<file path="src/rtl/rsfr_defs.vh">
// Purpose: constants for the regulator set-point and LDO fault register block
// Assumes: 10 MHz system clock, byte-wide registers behind the serial control port
// Notes:   offsets are byte register addresses on the control port
`ifndef RSFR_DEFS_VH
`define RSFR_DEFS_VH

// Arbitrary neutral device address on the control port
`define RSFR_DEV_ADDR          7'h08

`define RSFR_ADDR_DDR_NORMAL   8'h3C
`define RSFR_ADDR_DDR_STBY     8'h3D
`define RSFR_ADDR_DDR_SLEEP    8'h3E
`define RSFR_ADDR_DDR_MODE     8'h3F
`define RSFR_ADDR_DDR_CONF     8'h40
`define RSFR_ADDR_BOOST_CTL    8'h66
`define RSFR_ADDR_LDO_EN       8'h70
`define RSFR_ADDR_LDO_FAULT    8'h71
`define RSFR_ADDR_LDO_MASK     8'h72
`define RSFR_ADDR_LDO_PROT     8'h73

`define RSFR_RST_DDR_VCODE     4'h0
`define RSFR_RST_DDR_MODE      8'h00
`define RSFR_RST_DDR_CONF      8'h00
`define RSFR_RST_BOOST_VOLT    2'b00
`define RSFR_RST_BOOST_MODE    2'b10
`define RSFR_RST_LDO_EN        6'b00_0000
`define RSFR_RST_LDO_MASK      6'b00_0000

`define RSFR_MODE_OFF          2'b00
`define RSFR_MODE_PFM          2'b01
`define RSFR_MODE_AUTO         2'b10
`define RSFR_MODE_PSKIP        2'b11

`define RSFR_NUM_LDO           6
`define RSFR_PROT_EN_BIT       0

// Overload time in microseconds and clock rate in MHz
`define RSFR_OVLD_TIME_US      8000
`define RSFR_CLK_MHZ           10
`define RSFR_OVLD_CYCLES       (`RSFR_OVLD_TIME_US * `RSFR_CLK_MHZ)

`endif

</file>
<file path="src/rtl/rsfr_i2c_slave.v">
// Purpose: byte-level serial control port slave with register pointer and auto-increment
// Assumes: scl_i and sda_i already synchronous to clk_i; scl well below clk_i rate
// Notes:   write: addr+W, pointer, data...; read: addr+R returns data at pointer onward
module rsfr_i2c_slave #(
	parameter [6:0] DEV_ADDR = 7'h08
) (
	input  wire       clk_i,
	input  wire       resetn_i,
	input  wire       scl_i,
	input  wire       sda_i,
	output reg        sda_o,
	output reg        sda_oe_o,
	input  wire [7:0] rd_data_i,
	output wire [7:0] rd_addr_o,
	output reg        wr_stb_o,
	output reg  [7:0] wr_addr_o,
	output reg  [7:0] wr_data_o
);
	localparam [2:0] ST_IDLE = 3'd0;
	localparam [2:0] ST_ADDR = 3'd1;
	localparam [2:0] ST_PTR  = 3'd2;
	localparam [2:0] ST_WDAT = 3'd3;
	localparam [2:0] ST_ACK  = 3'd4;
	localparam [2:0] ST_RDAT = 3'd5;
	localparam [2:0] ST_RACK = 3'd6;

	reg       scl_d_ff;
	reg       sda_d_ff;
	reg [2:0] state_ff;
	reg [2:0] tgt_ff;
	reg [3:0] bitcnt_ff;
	reg [7:0] shreg_ff;
	reg [7:0] ptr_ff;

	wire scl_rise = scl_i & ~scl_d_ff;
	wire scl_fall = ~scl_i & scl_d_ff;
	wire start_ev = scl_i & scl_d_ff & sda_d_ff & ~sda_i;
	wire stop_ev  = scl_i & scl_d_ff & ~sda_d_ff & sda_i;

	assign rd_addr_o = ptr_ff;

	always @(posedge clk_i) begin
		wr_stb_o <= 1'b0;
		if (!resetn_i) begin
			scl_d_ff  <= 1'b1;
			sda_d_ff  <= 1'b1;
			state_ff  <= ST_IDLE;
			tgt_ff    <= ST_IDLE;
			bitcnt_ff <= 4'h0;
			shreg_ff  <= 8'h00;
			ptr_ff    <= 8'h00;
			sda_o     <= 1'b0;
			sda_oe_o  <= 1'b0;
			wr_addr_o <= 8'h00;
			wr_data_o <= 8'h00;
		end else begin
			scl_d_ff <= scl_i;
			sda_d_ff <= sda_i;
			if (start_ev) begin
				state_ff  <= ST_ADDR;
				bitcnt_ff <= 4'h0;
				sda_oe_o  <= 1'b0;
			end else if (stop_ev) begin
				state_ff <= ST_IDLE;
				sda_oe_o <= 1'b0;
			end else if (scl_rise) begin
				case (state_ff)
					ST_ADDR, ST_PTR, ST_WDAT: begin
						shreg_ff  <= {shreg_ff[6:0], sda_i};
						bitcnt_ff <= bitcnt_ff + 4'h1;
					end
					ST_RDAT: begin
						bitcnt_ff <= bitcnt_ff + 4'h1;
					end
					ST_RACK: begin
						// A not-acknowledge ends the read burst
						if (sda_i)
							state_ff <= ST_IDLE;
					end
					default: begin
					end
				endcase
			end else if (scl_fall) begin
				case (state_ff)
					ST_ADDR: begin
						if (bitcnt_ff == 4'h8) begin
							if (shreg_ff[7:1] == DEV_ADDR) begin
								sda_o    <= 1'b0;
								sda_oe_o <= 1'b1;
								state_ff <= ST_ACK;
								tgt_ff   <= shreg_ff[0] ? ST_RDAT : ST_PTR;
							end else begin
								state_ff <= ST_IDLE;
							end
						end
					end
					ST_PTR, ST_WDAT: begin
						if (bitcnt_ff == 4'h8) begin
							sda_o    <= 1'b0;
							sda_oe_o <= 1'b1;
							state_ff <= ST_ACK;
							tgt_ff   <= ST_WDAT;
							if (state_ff == ST_PTR) begin
								ptr_ff <= shreg_ff;
							end else begin
								wr_stb_o  <= 1'b1;
								wr_addr_o <= ptr_ff;
								wr_data_o <= shreg_ff;
								ptr_ff    <= ptr_ff + 8'h01;
							end
						end
					end
					ST_ACK, ST_RACK: begin
						bitcnt_ff <= 4'h0;
						if (state_ff == ST_RACK || tgt_ff == ST_RDAT) begin
							shreg_ff <= rd_data_i;
							sda_o    <= rd_data_i[7];
							sda_oe_o <= ~rd_data_i[7];
							state_ff <= ST_RDAT;
						end else begin
							sda_oe_o <= 1'b0;
							state_ff <= tgt_ff;
						end
					end
					ST_RDAT: begin
						if (bitcnt_ff == 4'h8) begin
							sda_oe_o <= 1'b0;
							state_ff <= ST_RACK;
							ptr_ff   <= ptr_ff + 8'h01;
						end else begin
							// Open drain: only a zero is driven
							shreg_ff <= {shreg_ff[6:0], 1'b0};
							sda_o    <= shreg_ff[6];
							sda_oe_o <= ~shreg_ff[6];
						end
					end
					default: begin
						sda_oe_o <= 1'b0;
					end
				endcase
			end
		end
	end
endmodule

</file>
<file path="src/rtl/rsfr_regs.v">
// Purpose: DDR buck and boost set-point registers plus LDO overload shutdown and fault flags
// Assumes: all inputs synchronous to clk_i; one LDO current-limit level per LDO
// Notes:   registers are reached only through the serial control port pins
`include "rsfr_defs.vh"

module rsfr_regs #(
	parameter [6:0]  DEV_ADDR    = `RSFR_DEV_ADDR,
	parameter [31:0] OVLD_CYCLES = `RSFR_OVLD_CYCLES
) (
	input  wire       clk_i,
	input  wire       resetn_i,
	input  wire       scl_i,
	input  wire       sda_i,
	output wire       sda_o,
	output wire       sda_oe_o,
	input  wire       standby_i,
	input  wire       sleep_i,
	input  wire [5:0] ldo_current_limit_setting_i,
	input  wire [2:0] boost_powerup_slot_i,
	output reg  [3:0] ddr_buck_vcode_o,
	output reg  [7:0] ddr_buck_mode_o,
	output reg  [7:0] ddr_buck_config_o,
	output reg  [1:0] boost_voltage_code_o,
	output reg  [1:0] boost_active_mode_o,
	output reg        boost_in_powerup_o,
	output reg  [5:0] ldo_enable_bit_o,
	output reg  [5:0] ldo_fault_flag_o,
	output reg        ldo_fault_irq_o
);
	localparam [16:0] OVLD_LIMIT = OVLD_CYCLES[16:0];

	wire       wr_stb;
	wire [7:0] wr_addr;
	wire [7:0] wr_data;
	wire [7:0] rd_addr;
	reg  [7:0] rd_data;

	reg  [3:0] ddr_normal_ff;
	reg  [3:0] ddr_stby_ff;
	reg  [3:0] ddr_sleep_ff;
	reg  [7:0] ddr_mode_ff;
	reg  [7:0] ddr_conf_ff;
	reg  [1:0] boost_volt_ff;
	reg  [1:0] boost_stby_mode_ff;
	reg  [5:0] ldo_mask_ff;
	reg        prot_en_ff;
	reg        strap_taken_ff;
	reg [16:0] ovld_cnt_ff [0:5];
	reg  [5:0] trip;
	reg  [5:0] nxt_enable;
	reg  [5:0] nxt_fault;
	integer    i;
	// Separate index so the clocked and combinational loops never share a variable
	integer    k;

	// Write strobe for one register address
	function wr_hit;
		input       stb;
		input [7:0] addr;
		input [7:0] target;
		begin
			wr_hit = stb & (addr == target);
		end
	endfunction

	// Boost register image; reserved bits 7 and 4 read as zero
	function [7:0] boost_image;
		input [1:0] stby_mode;
		input [1:0] volt;
		begin
			boost_image = {1'b0, stby_mode, 1'b0, `RSFR_MODE_AUTO, volt};
		end
	endfunction

	rsfr_i2c_slave #(
		.DEV_ADDR (DEV_ADDR)
	) u_port (
		.clk_i     (clk_i),
		.resetn_i  (resetn_i),
		.scl_i     (scl_i),
		.sda_i     (sda_i),
		.sda_o     (sda_o),
		.sda_oe_o  (sda_oe_o),
		.rd_data_i (rd_data),
		.rd_addr_o (rd_addr),
		.wr_stb_o  (wr_stb),
		.wr_addr_o (wr_addr),
		.wr_data_o (wr_data)
	);

	// Set-point and mode registers
	always @(posedge clk_i) begin
		if (!resetn_i) begin
			ddr_normal_ff      <= `RSFR_RST_DDR_VCODE;
			ddr_stby_ff        <= `RSFR_RST_DDR_VCODE;
			ddr_sleep_ff       <= `RSFR_RST_DDR_VCODE;
			ddr_mode_ff        <= `RSFR_RST_DDR_MODE;
			ddr_conf_ff        <= `RSFR_RST_DDR_CONF;
			boost_volt_ff      <= `RSFR_RST_BOOST_VOLT;
			boost_stby_mode_ff <= `RSFR_RST_BOOST_MODE;
			ldo_mask_ff        <= `RSFR_RST_LDO_MASK;
			prot_en_ff         <= 1'b0;
		end else begin
			if (wr_hit(wr_stb, wr_addr, `RSFR_ADDR_DDR_NORMAL))
				ddr_normal_ff <= wr_data[3:0];
			if (wr_hit(wr_stb, wr_addr, `RSFR_ADDR_DDR_STBY))
				ddr_stby_ff <= wr_data[3:0];
			if (wr_hit(wr_stb, wr_addr, `RSFR_ADDR_DDR_SLEEP))
				ddr_sleep_ff <= wr_data[3:0];
			if (wr_hit(wr_stb, wr_addr, `RSFR_ADDR_DDR_MODE))
				ddr_mode_ff <= wr_data;
			if (wr_hit(wr_stb, wr_addr, `RSFR_ADDR_DDR_CONF))
				ddr_conf_ff <= wr_data;
			if (wr_hit(wr_stb, wr_addr, `RSFR_ADDR_BOOST_CTL)) begin
				boost_volt_ff      <= wr_data[1:0];
				boost_stby_mode_ff <= wr_data[6:5];
			end
			if (wr_hit(wr_stb, wr_addr, `RSFR_ADDR_LDO_MASK))
				ldo_mask_ff <= wr_data[5:0];
			if (wr_hit(wr_stb, wr_addr, `RSFR_ADDR_LDO_PROT))
				prot_en_ff <= wr_data[`RSFR_PROT_EN_BIT];
		end
	end

	// Read multiplexer; unmapped addresses read zero
	always @* begin
		case (rd_addr)
			`RSFR_ADDR_DDR_NORMAL: rd_data = {4'h0, ddr_normal_ff};
			`RSFR_ADDR_DDR_STBY:   rd_data = {4'h0, ddr_stby_ff};
			`RSFR_ADDR_DDR_SLEEP:  rd_data = {4'h0, ddr_sleep_ff};
			`RSFR_ADDR_DDR_MODE:   rd_data = ddr_mode_ff;
			`RSFR_ADDR_DDR_CONF:   rd_data = ddr_conf_ff;
			`RSFR_ADDR_BOOST_CTL:  rd_data = boost_image(boost_stby_mode_ff, boost_volt_ff);
			`RSFR_ADDR_LDO_EN:     rd_data = {2'b00, ldo_enable_bit_o};
			`RSFR_ADDR_LDO_FAULT:  rd_data = {2'b00, ldo_fault_flag_o};
			`RSFR_ADDR_LDO_MASK:   rd_data = {2'b00, ldo_mask_ff};
			`RSFR_ADDR_LDO_PROT:   rd_data = {7'h00, prot_en_ff};
			default:               rd_data = 8'h00;
		endcase
	end

	// Overload timers: counter stops at the limit so a long overload cannot wrap
	always @(posedge clk_i) begin
		for (i = 0; i < `RSFR_NUM_LDO; i = i + 1) begin
			if (!resetn_i) begin
				ovld_cnt_ff[i] <= 17'h0_0000;
			end else if (!ldo_current_limit_setting_i[i]) begin
				ovld_cnt_ff[i] <= 17'h0_0000;
			end else if (ovld_cnt_ff[i] != OVLD_LIMIT) begin
				ovld_cnt_ff[i] <= ovld_cnt_ff[i] + 17'h0_0001;
			end
		end
	end

	// Trip once the limit has already lasted OVLD_LIMIT cycles and persists
	always @* begin
		for (k = 0; k < `RSFR_NUM_LDO; k = k + 1) begin
			trip[k] = prot_en_ff & ldo_current_limit_setting_i[k] & (ovld_cnt_ff[k] == OVLD_LIMIT);
		end
	end

	// Enable and fault flag next values; hardware events win over software
	always @* begin
		nxt_enable = ldo_enable_bit_o;
		nxt_fault  = ldo_fault_flag_o;
		if (wr_hit(wr_stb, wr_addr, `RSFR_ADDR_LDO_EN))
			nxt_enable = wr_data[5:0];
		if (wr_hit(wr_stb, wr_addr, `RSFR_ADDR_LDO_FAULT))
			nxt_fault = nxt_fault & ~wr_data[5:0];
		nxt_enable = nxt_enable & ~trip;
		nxt_fault = nxt_fault | ldo_current_limit_setting_i | trip;
	end

	always @(posedge clk_i) begin
		if (!resetn_i) begin
			ldo_enable_bit_o <= `RSFR_RST_LDO_EN;
			ldo_fault_flag_o <= 6'b00_0000;
			ldo_fault_irq_o  <= 1'b0;
		end else begin
			ldo_enable_bit_o <= nxt_enable;
			ldo_fault_flag_o <= nxt_fault;
			ldo_fault_irq_o  <= |(nxt_fault & ~ldo_mask_ff);
		end
	end

	// Power-up membership and live regulator controls
	always @(posedge clk_i) begin
		if (!resetn_i) begin
			strap_taken_ff       <= 1'b0;
			boost_in_powerup_o   <= 1'b0;
			ddr_buck_vcode_o     <= `RSFR_RST_DDR_VCODE;
			ddr_buck_mode_o      <= `RSFR_RST_DDR_MODE;
			ddr_buck_config_o    <= `RSFR_RST_DDR_CONF;
			boost_voltage_code_o <= `RSFR_RST_BOOST_VOLT;
			boost_active_mode_o  <= `RSFR_MODE_AUTO;
		end else begin
			// slot captured once after reset release
			if (!strap_taken_ff) begin
				strap_taken_ff     <= 1'b1;
				boost_in_powerup_o <= |boost_powerup_slot_i;
			end
			// sleep has priority over standby when both are asserted
			if (sleep_i)
				ddr_buck_vcode_o <= ddr_sleep_ff;
			else if (standby_i)
				ddr_buck_vcode_o <= ddr_stby_ff;
			else
				ddr_buck_vcode_o <= ddr_normal_ff;
			ddr_buck_mode_o      <= ddr_mode_ff;
			ddr_buck_config_o    <= ddr_conf_ff;
			boost_voltage_code_o <= boost_volt_ff;
			// normal mode is fixed automatic; standby uses its field
			boost_active_mode_o  <= standby_i ? boost_stby_mode_ff : `RSFR_MODE_AUTO;
		end
	end
endmodule

</file>
<file path="config.mk">
export PLATFORM = sky130hd
export DESIGN_NAME = rsfr_regs
export DESIGN_NICKNAME = d
export VERILOG_FILES = /design/src/rtl/rsfr_i2c_slave.v /design/src/rtl/rsfr_regs.v
export VERILOG_INCLUDE_DIRS = /design/src /design/src/rtl
export SDC_FILE = /design/constraint.sdc
export NUM_CORES = 1
export LEC_CHECK = 0
export BUFFER_PORTS_ARGS = -buffer_cell sky130_fd_sc_hd__buf_2
export CAP_MARGIN = 5
export CELL_PAD_IN_SITES_DETAIL_PLACEMENT = 2
export CELL_PAD_IN_SITES_GLOBAL_PLACEMENT = 2
export CORE_UTILIZATION = 43
export CTS_CLUSTER_DIAMETER = 50
export DETAILED_ROUTE_END_ITERATION = 6
export GPL_ROUTABILITY_DRIVEN = 1
export GPL_TIMING_DRIVEN = 0
export PLACE_DENSITY = 0.95
export SYNTH_ARGS = -nofsm -noshare
export SYNTH_HDL_FRONTEND = slang
export SYNTH_SLANG_ARGS = --single-unit
</file>
<file path="constraint.sdc">
create_clock -name clk_i -period 4.9 [get_ports clk_i]
set_clock_uncertainty 0.2 [all_clocks]
set_input_delay 0.49 -clock clk_i [delete_from_list [all_inputs] [get_ports clk_i]]
set_output_delay 0.49 -clock clk_i [all_outputs]
set_load 0.005 [all_outputs]
</file>
==> impl_metrics.yaml, run 1 <==
outcome:
  status: "finished clean"
placement:
  hpwl_um: 28200
  gp_congestion: 0.883
  portBuffers: 52
logic_synthesis:
  synth.distinct_cells: 76
  syn_area_per_cell_sq_um: 9.70
  syn_area_sq_um: 11300
  ys_ff_latch: 227
  ys_seq_area_frac: 0.494
  synth_flop_cell: "dfxtp_1"
  synth_edf_count: 102
  synth_cells: 1161
  yosys_warnings: 0
  syn_nets: 1197
  synthArstFlopShare: 0
cts:
  cts_buffers: 31
  htreeDepth: 1
  cts.sink_count: 227
  cts_setup_buffers: 0
  tritoncts: "done"
  clockRootBuffer: "clkbuf_16"
  cts_buffer_depth: 3
  clock_latency_ps: 580
  clk_pin_slew_ps: 60
drt:
  vias: 10035
  drtAntennaViolNets: 0
  drt-total-wl_um: 46200
  drt-initial-drc-count: 670
  drc: 0
  routedWlPerCell_um: 28.8
  drtPass1Iterations: 5
  via_per_inst: 6.25
sta:
  final_max_slew_viol_count: 0
  worst_pin_slew_ps: 1340
  fin_setup_tns_ps: 0
  finalHoldViolCount: 0
  rsz0062_at_grt: "false"
  whs_ps: 14.9
  finalCritPeriodShare: 0.792
  finalSetupViolations: 0
  slew_headroom: 0.0969
  min_period_ps: 3880
  fmax_mhz: 258
worst_setup_path:
  arrival_ps: 3730
  cp.required_ps: 4740
  crit_path_end_kind: "register"
  worstRegToRegCells: 6
  path_class: "register to register"
  path_max_fanout: 17
  startpoint_type: "register"
global_route:
  grt_first_pass_wirelength_um: 71000
  grt_use_met1: 0.396
  grt_max_degree: 18
  overflow: 0
  busiest_layer: "met2"
  met3_usage: 0.0639
  antenna_found_initial: 0
  grt_use_met2: 0.639
  gr-usage-all-layers: 0.353
  grt_pass1_vias: 11297
floorplanning:
  fp.dieH_um: 164
  die_x_um: 164
  dieArea_sq_um: 26800
  start_util: 0.443
  ioPinCount: 55
  coreArea_sq_um: 25400
  fp-row-count: 58
final_layout:
  nets: 1287
  utilization: 0.515
  areaGrowthSynthToFinish_pct: 16.1
  num_antenna_cells: 0
  num-fill-cells: 2597
  layout-drive-gt1-share: 0.109
power:
  vdd_drop_max_uv: 231
  leakage_nw: 4.81
  power_w: 0.00454
  power.density_nw_per_um2: 347
job:
  maxCapViolations: 0
hold_path:
  min_path_cells: 2
  hp-class: "input port to register"
[area by class of cell]
class	count	area [sq um]	share of cell area
clock buffers	47	1000	0.0767
repair buffers	57	310	0.0237
plain buffers	54	236	0.0181
multi-input cells	842	5310	0.406
flip-flops and latches	227	5570	0.426
well taps	330	413	0.0316
inverters	38	143	0.0109
clock inverters	10	90.1	0.00689
[kinds of logic (layout without fill, tap and decap cells)]
group,Yosys count,after routing,synth area share
AND/OR/NAND/NOR,506,506,0.227
adder cells (fa/ha/maj),21,21,0.0233
buffers and inverters,92,206,0.0337
XOR/XNOR,91,91,0.0708
AO/OA/AOI/OAI,166,166,0.0990
flip-flops,227,227,0.494
multiplexers,58,58,0.0517
[report_power, final]
part	leakage (nW)	internal (W)	switching (W)
combinational	2.01	0.0000387	0.000107
clock	0.538	0.00146	0.000939
sequential	2.26	0.00198	0.0000162
total	4.81	0.00348	0.00106
[cell usage after synthesis, drive strengths merged (27+ instances only)]
master,number,area (sq um)
nor2,213,802
dfxtp,125,2500
edfxtp,102,3060
nand2,63,239
mux2i,57,571
a21oi,54,270
nand3,51,255
xor2,48,420
xnor2,43,377
clkbuf,38,144
inv,38,143
o21ai,28,140
and2,27,170
[state kept, by name (all words and copies together), names as in the netlist, 6 cells and up]
register	count
u_port.shreg_ff	8
u_port.rd_addr_o	8
ldo_enable_bit_o	6
u_port.wr_data_o	8
ovld_cnt_ff	102
ddr_buck_config_o	8
ldo_mask_ff	6
u_port.wr_addr_o	8
ddr_mode_ff	8
ldo_fault_flag_o	6
ddr_buck_mode_o	8
ddr_conf_ff	8
[critical path, cell delays in order (launching register included)]
cell and delay, ps:
edfxtp_1 460, inv_1 110, ha_1 150, nor4b_1 340
nand4_1 140, nor4b_1 1010, nand3_1 930
[per-layer routing]
layer	up-vias	share of wire
met1	5137	0.38
met2	393	0.52
met3	159	0.056
met4	0	0.046
li1	4346	-
met5	-	0
[timing repair]
action / 4_1_cts / 5_1_grt
hold buffers: 5 / 0
hold endpoints to repair: 5 / 0
resized for setup: 0 / 0
[placed cells by master (no fill, tap or decap), types with 20 or more instances in the layout]
cell type / synthesis / final
a21oi_1: 54 / 54
and2_1: 26 / 26
and3_1: 23 / 23
buf_2: 8 / 60
clkbuf_1: 37 / 42
clkbuf_16: 0 / 36
dfxtp_1: 125 / 125
edfxtp_1: 102 / 102
ha_1: 21 / 21
inv_1: 38 / 38
mux2i_1: 57 / 57
nand2_1: 62 / 62
nand3_1: 51 / 51
nand4_1: 26 / 26
nor2_1: 212 / 212
nor3_1: 20 / 20
o21ai_0: 26 / 26
xnor2_1: 43 / 43
xor2_1: 48 / 48
[final timing paths]
| path | from | end | slack (ps) |
|---|---|---|---|
| setup / recovery | ovld_cnt_ff[4][0] | ovld_cnt_ff[4][6] | 1020 |
| hold / removal | ldo_current_limit_setting_i[0] | ldo_enable_bit_o[0] | 10 |
| setup reg to reg | ovld_cnt_ff[4][0] | ovld_cnt_ff[4][6] | 1020 |
| hold reg to reg | u_port.sda_oe_o | u_port.sda_oe_o | 250 |
[through the flow]
step	setup WS [ps]	cell area [sq um]	cells
CTS	1140	13100	1605
finish	1020	13100	1605
floorplan	2430	11300	1161
detailed placement	1250	11900	1543
global placement	1430	11900	1543
global route	957	13100	1605
No activity file was read; power rests on OpenSTA's default activity.
==> inputs of run 2 (changes only) <==
--- a/config.mk
+++ b/config.mk
@@ -10,12 +10,12 @@
 export CAP_MARGIN = 5
 export CELL_PAD_IN_SITES_DETAIL_PLACEMENT = 2
 export CELL_PAD_IN_SITES_GLOBAL_PLACEMENT = 2
-export CORE_UTILIZATION = 43
+export CORE_UTILIZATION = 40
 export CTS_CLUSTER_DIAMETER = 50
 export DETAILED_ROUTE_END_ITERATION = 6
 export GPL_ROUTABILITY_DRIVEN = 1
 export GPL_TIMING_DRIVEN = 0
-export PLACE_DENSITY = 0.95
+export PLACE_DENSITY = 0.91
 export SYNTH_ARGS = -nofsm -noshare
 export SYNTH_HDL_FRONTEND = slang
 export SYNTH_SLANG_ARGS = --single-unit
==> constraint.sdc (replaced) <==
create_clock -name clk_i -period 3.6 [get_ports clk_i]
set_clock_uncertainty 0.2 [all_clocks]
set_input_delay 0.36 -clock clk_i [delete_from_list [all_inputs] [get_ports clk_i]]
set_output_delay 0.36 -clock clk_i [all_outputs]
set_load 0.005 [all_outputs]
==> run 2 against run 1 <==
  * Utilization fell by 4.2 points
  * Combinational power grew 35%
  * Die area grew 7.4%
  * Global-route usage down 5.2 points
  * Largest power group unchanged
  * Power rose by 30%
==> impl_metrics.yaml, run 2 (synthesized netlist as in run 1, its figures left out) <==
outcome:
  status: "finished clean"
sta:
  finalCritPeriodShare: 0.996
  setup_ws_ps: 13.3
  finalHoldViolCount: 0
  fin_setup_tns_ps: 0
  whs_ps: 36.2
  slew_headroom: 0.216
  finalSetupViolations: 0
  fmax_mhz: 279
  rsz0062_at_grt: "true"
  final_max_slew_viol_count: 0
  worst_pin_slew_ps: 1160
  min_period_ps: 3590
worst_setup_path:
  path_class: "input port to register"
  cp.required_ps: 3440
  startpoint_type: "input port"
  arrival_ps: 3430
  path_max_fanout: 17
  critical_path_buf_inv_count: 4
  crit_path_end_kind: "register"
  cp_cell_sequence: "dlygate4sd3_1 -> buf_2 -> clkbuf_1 -> clkbuf_1 -> nand3_1"
  cp_slowest_cell: "nand3_1"
  crit_family: "buffers and inverters"
  cp_common_cell: "clkbuf_1"
  worst_path_largest_cell_delay_ps: 900
final_layout:
  layout-drive-gt1-share: 0.109
  largest_reg_flops: 102
  nets: 1293
  top_register: "ovld_cnt_ff"
  areaGrowthSynthToFinish_pct: 16.4
  mostFrequentLayoutCells: "212 x nor2_1, 125 x dfxtp_1, 102 x edfxtp_1"
  design_area_sq_um: 13100
  layout_commonest_cell: "nor2_1"
floorplanning:
  ioPinCount: 55
  fp-row-count: 61
  die_x_um: 170
  coreArea_sq_um: 27700
  start_util: 0.406
  dieArea_sq_um: 28800
  fp.dieH_um: 170
cts:
  cts_buffer_depth: 3
  tritoncts: "done"
  cts.sink_count: 227
  cts_buffers: 31
  clock_latency_ps: 570
  clockRootBuffer: "clkbuf_16"
  clk_pin_slew_ps: 60
  htreeDepth: 1
  cts_setup_buffers: 0
drt:
  routedWlPerCell_um: 25.8
  drc: 0
  drt-initial-drc-count: 773
  drtPass1Iterations: 6
  drtAntennaViolNets: 0
  vias: 9940
  drt-total-wl_um: 42900
  via_per_inst: 5.98
job:
  maxCapViolations: 0
global_route:
  gr-usage-all-layers: 0.301
  grt_pass1_vias: 10949
  grt_max_degree: 18
  overflow: 0
  grt_first_pass_wirelength_um: 66400
  antenna_found_initial: 1
power:
  leakage_nw: 4.77
  power.density_nw_per_um2: 452
  vdd_drop_max_uv: 316
placement:
  dpl_cell_area_sq_um: 12000
  portBuffers: 52
  dp_slack_ps: 140
  hpwl_um: 26400
  gp_congestion: 0.870
hold_path:
  hp-class: "input port to register"
==> run 2: cell types whose count changed in the layout (fill, tap and decap cells not counted), sizes merged <==
| cell | previous run | this run |
|---|---|---|
| bufinv | 1 | 0 |
| clkbuf | 85 | 81 |
| clkinvlp | 1 | 3 |
| diode | 0 | 2 |
| dlygate4sd3 | 5 | 11 |
| inv | 40 | 43 |
==> run 2: per-layer routing <==
metal	wire length [um]	GRT usage
met5	0	0
met4	1840	0.132
met3	2530	0.0571
met2	21500	0.527
met1	17000	0.357
==> run 2: final timing paths <==
check	from	end	slack [ps]	cells past startpoint
worst max-delay path	resetn_i	ovld_cnt_ff[3][15]	10	5
worst min-delay path	standby_i	boost_active_mode_o[1]	40	2
worst min register to register	u_port.sda_oe_o	u_port.sda_oe_o	260	2
worst max register to register	ovld_cnt_ff[4][0]	ovld_cnt_ff[4][14]	350	6
==> run 2: power by group <==
part | leakage [nW] | total, W | internal [W] | switching [W]
clock | 0.470 | 0.00301 | 0.00170 | 0.00131
sequential | 2.26 | 0.00271 | 0.00269 | 0.0000227
combinational | 2.03 | 0.000196 | 0.0000568 | 0.000139
==> run 2: cell type report <==
type / instances / area [sq um]
fill: 2932 / 14600
sequential: 227 / 5570
multi-input combinational: 842 / 5330
clock buffer: 43 / 871
tap: 378 / 473
timing repair buffer: 63 / 370
buffer: 54 / 236
inverter: 38 / 143
clock inverter: 14 / 108
antenna: 2 / 5.00
==> run 2: stage by stage <==
stage	power [W]	instances	utilization
after floorplan	0.00286	1161	-
after global placement	0.00293	1591	0.433
after detailed placement	0.00294	1591	0.433
after CTS	0.00590	1659	0.472
after global routing	0.00605	1659	0.473
final	0.00592	1661	0.473
==> run 2: timing repair <==
| action | 4_1_cts | 5_1_grt |
|---|---|---|
| endpoints found under the hold margin | 15 | 0 |
| gates resized for setup | 0 | 3 |
| hold buffers | 11 | 0 |
| setup endpoints to repair | 0 | 102 |
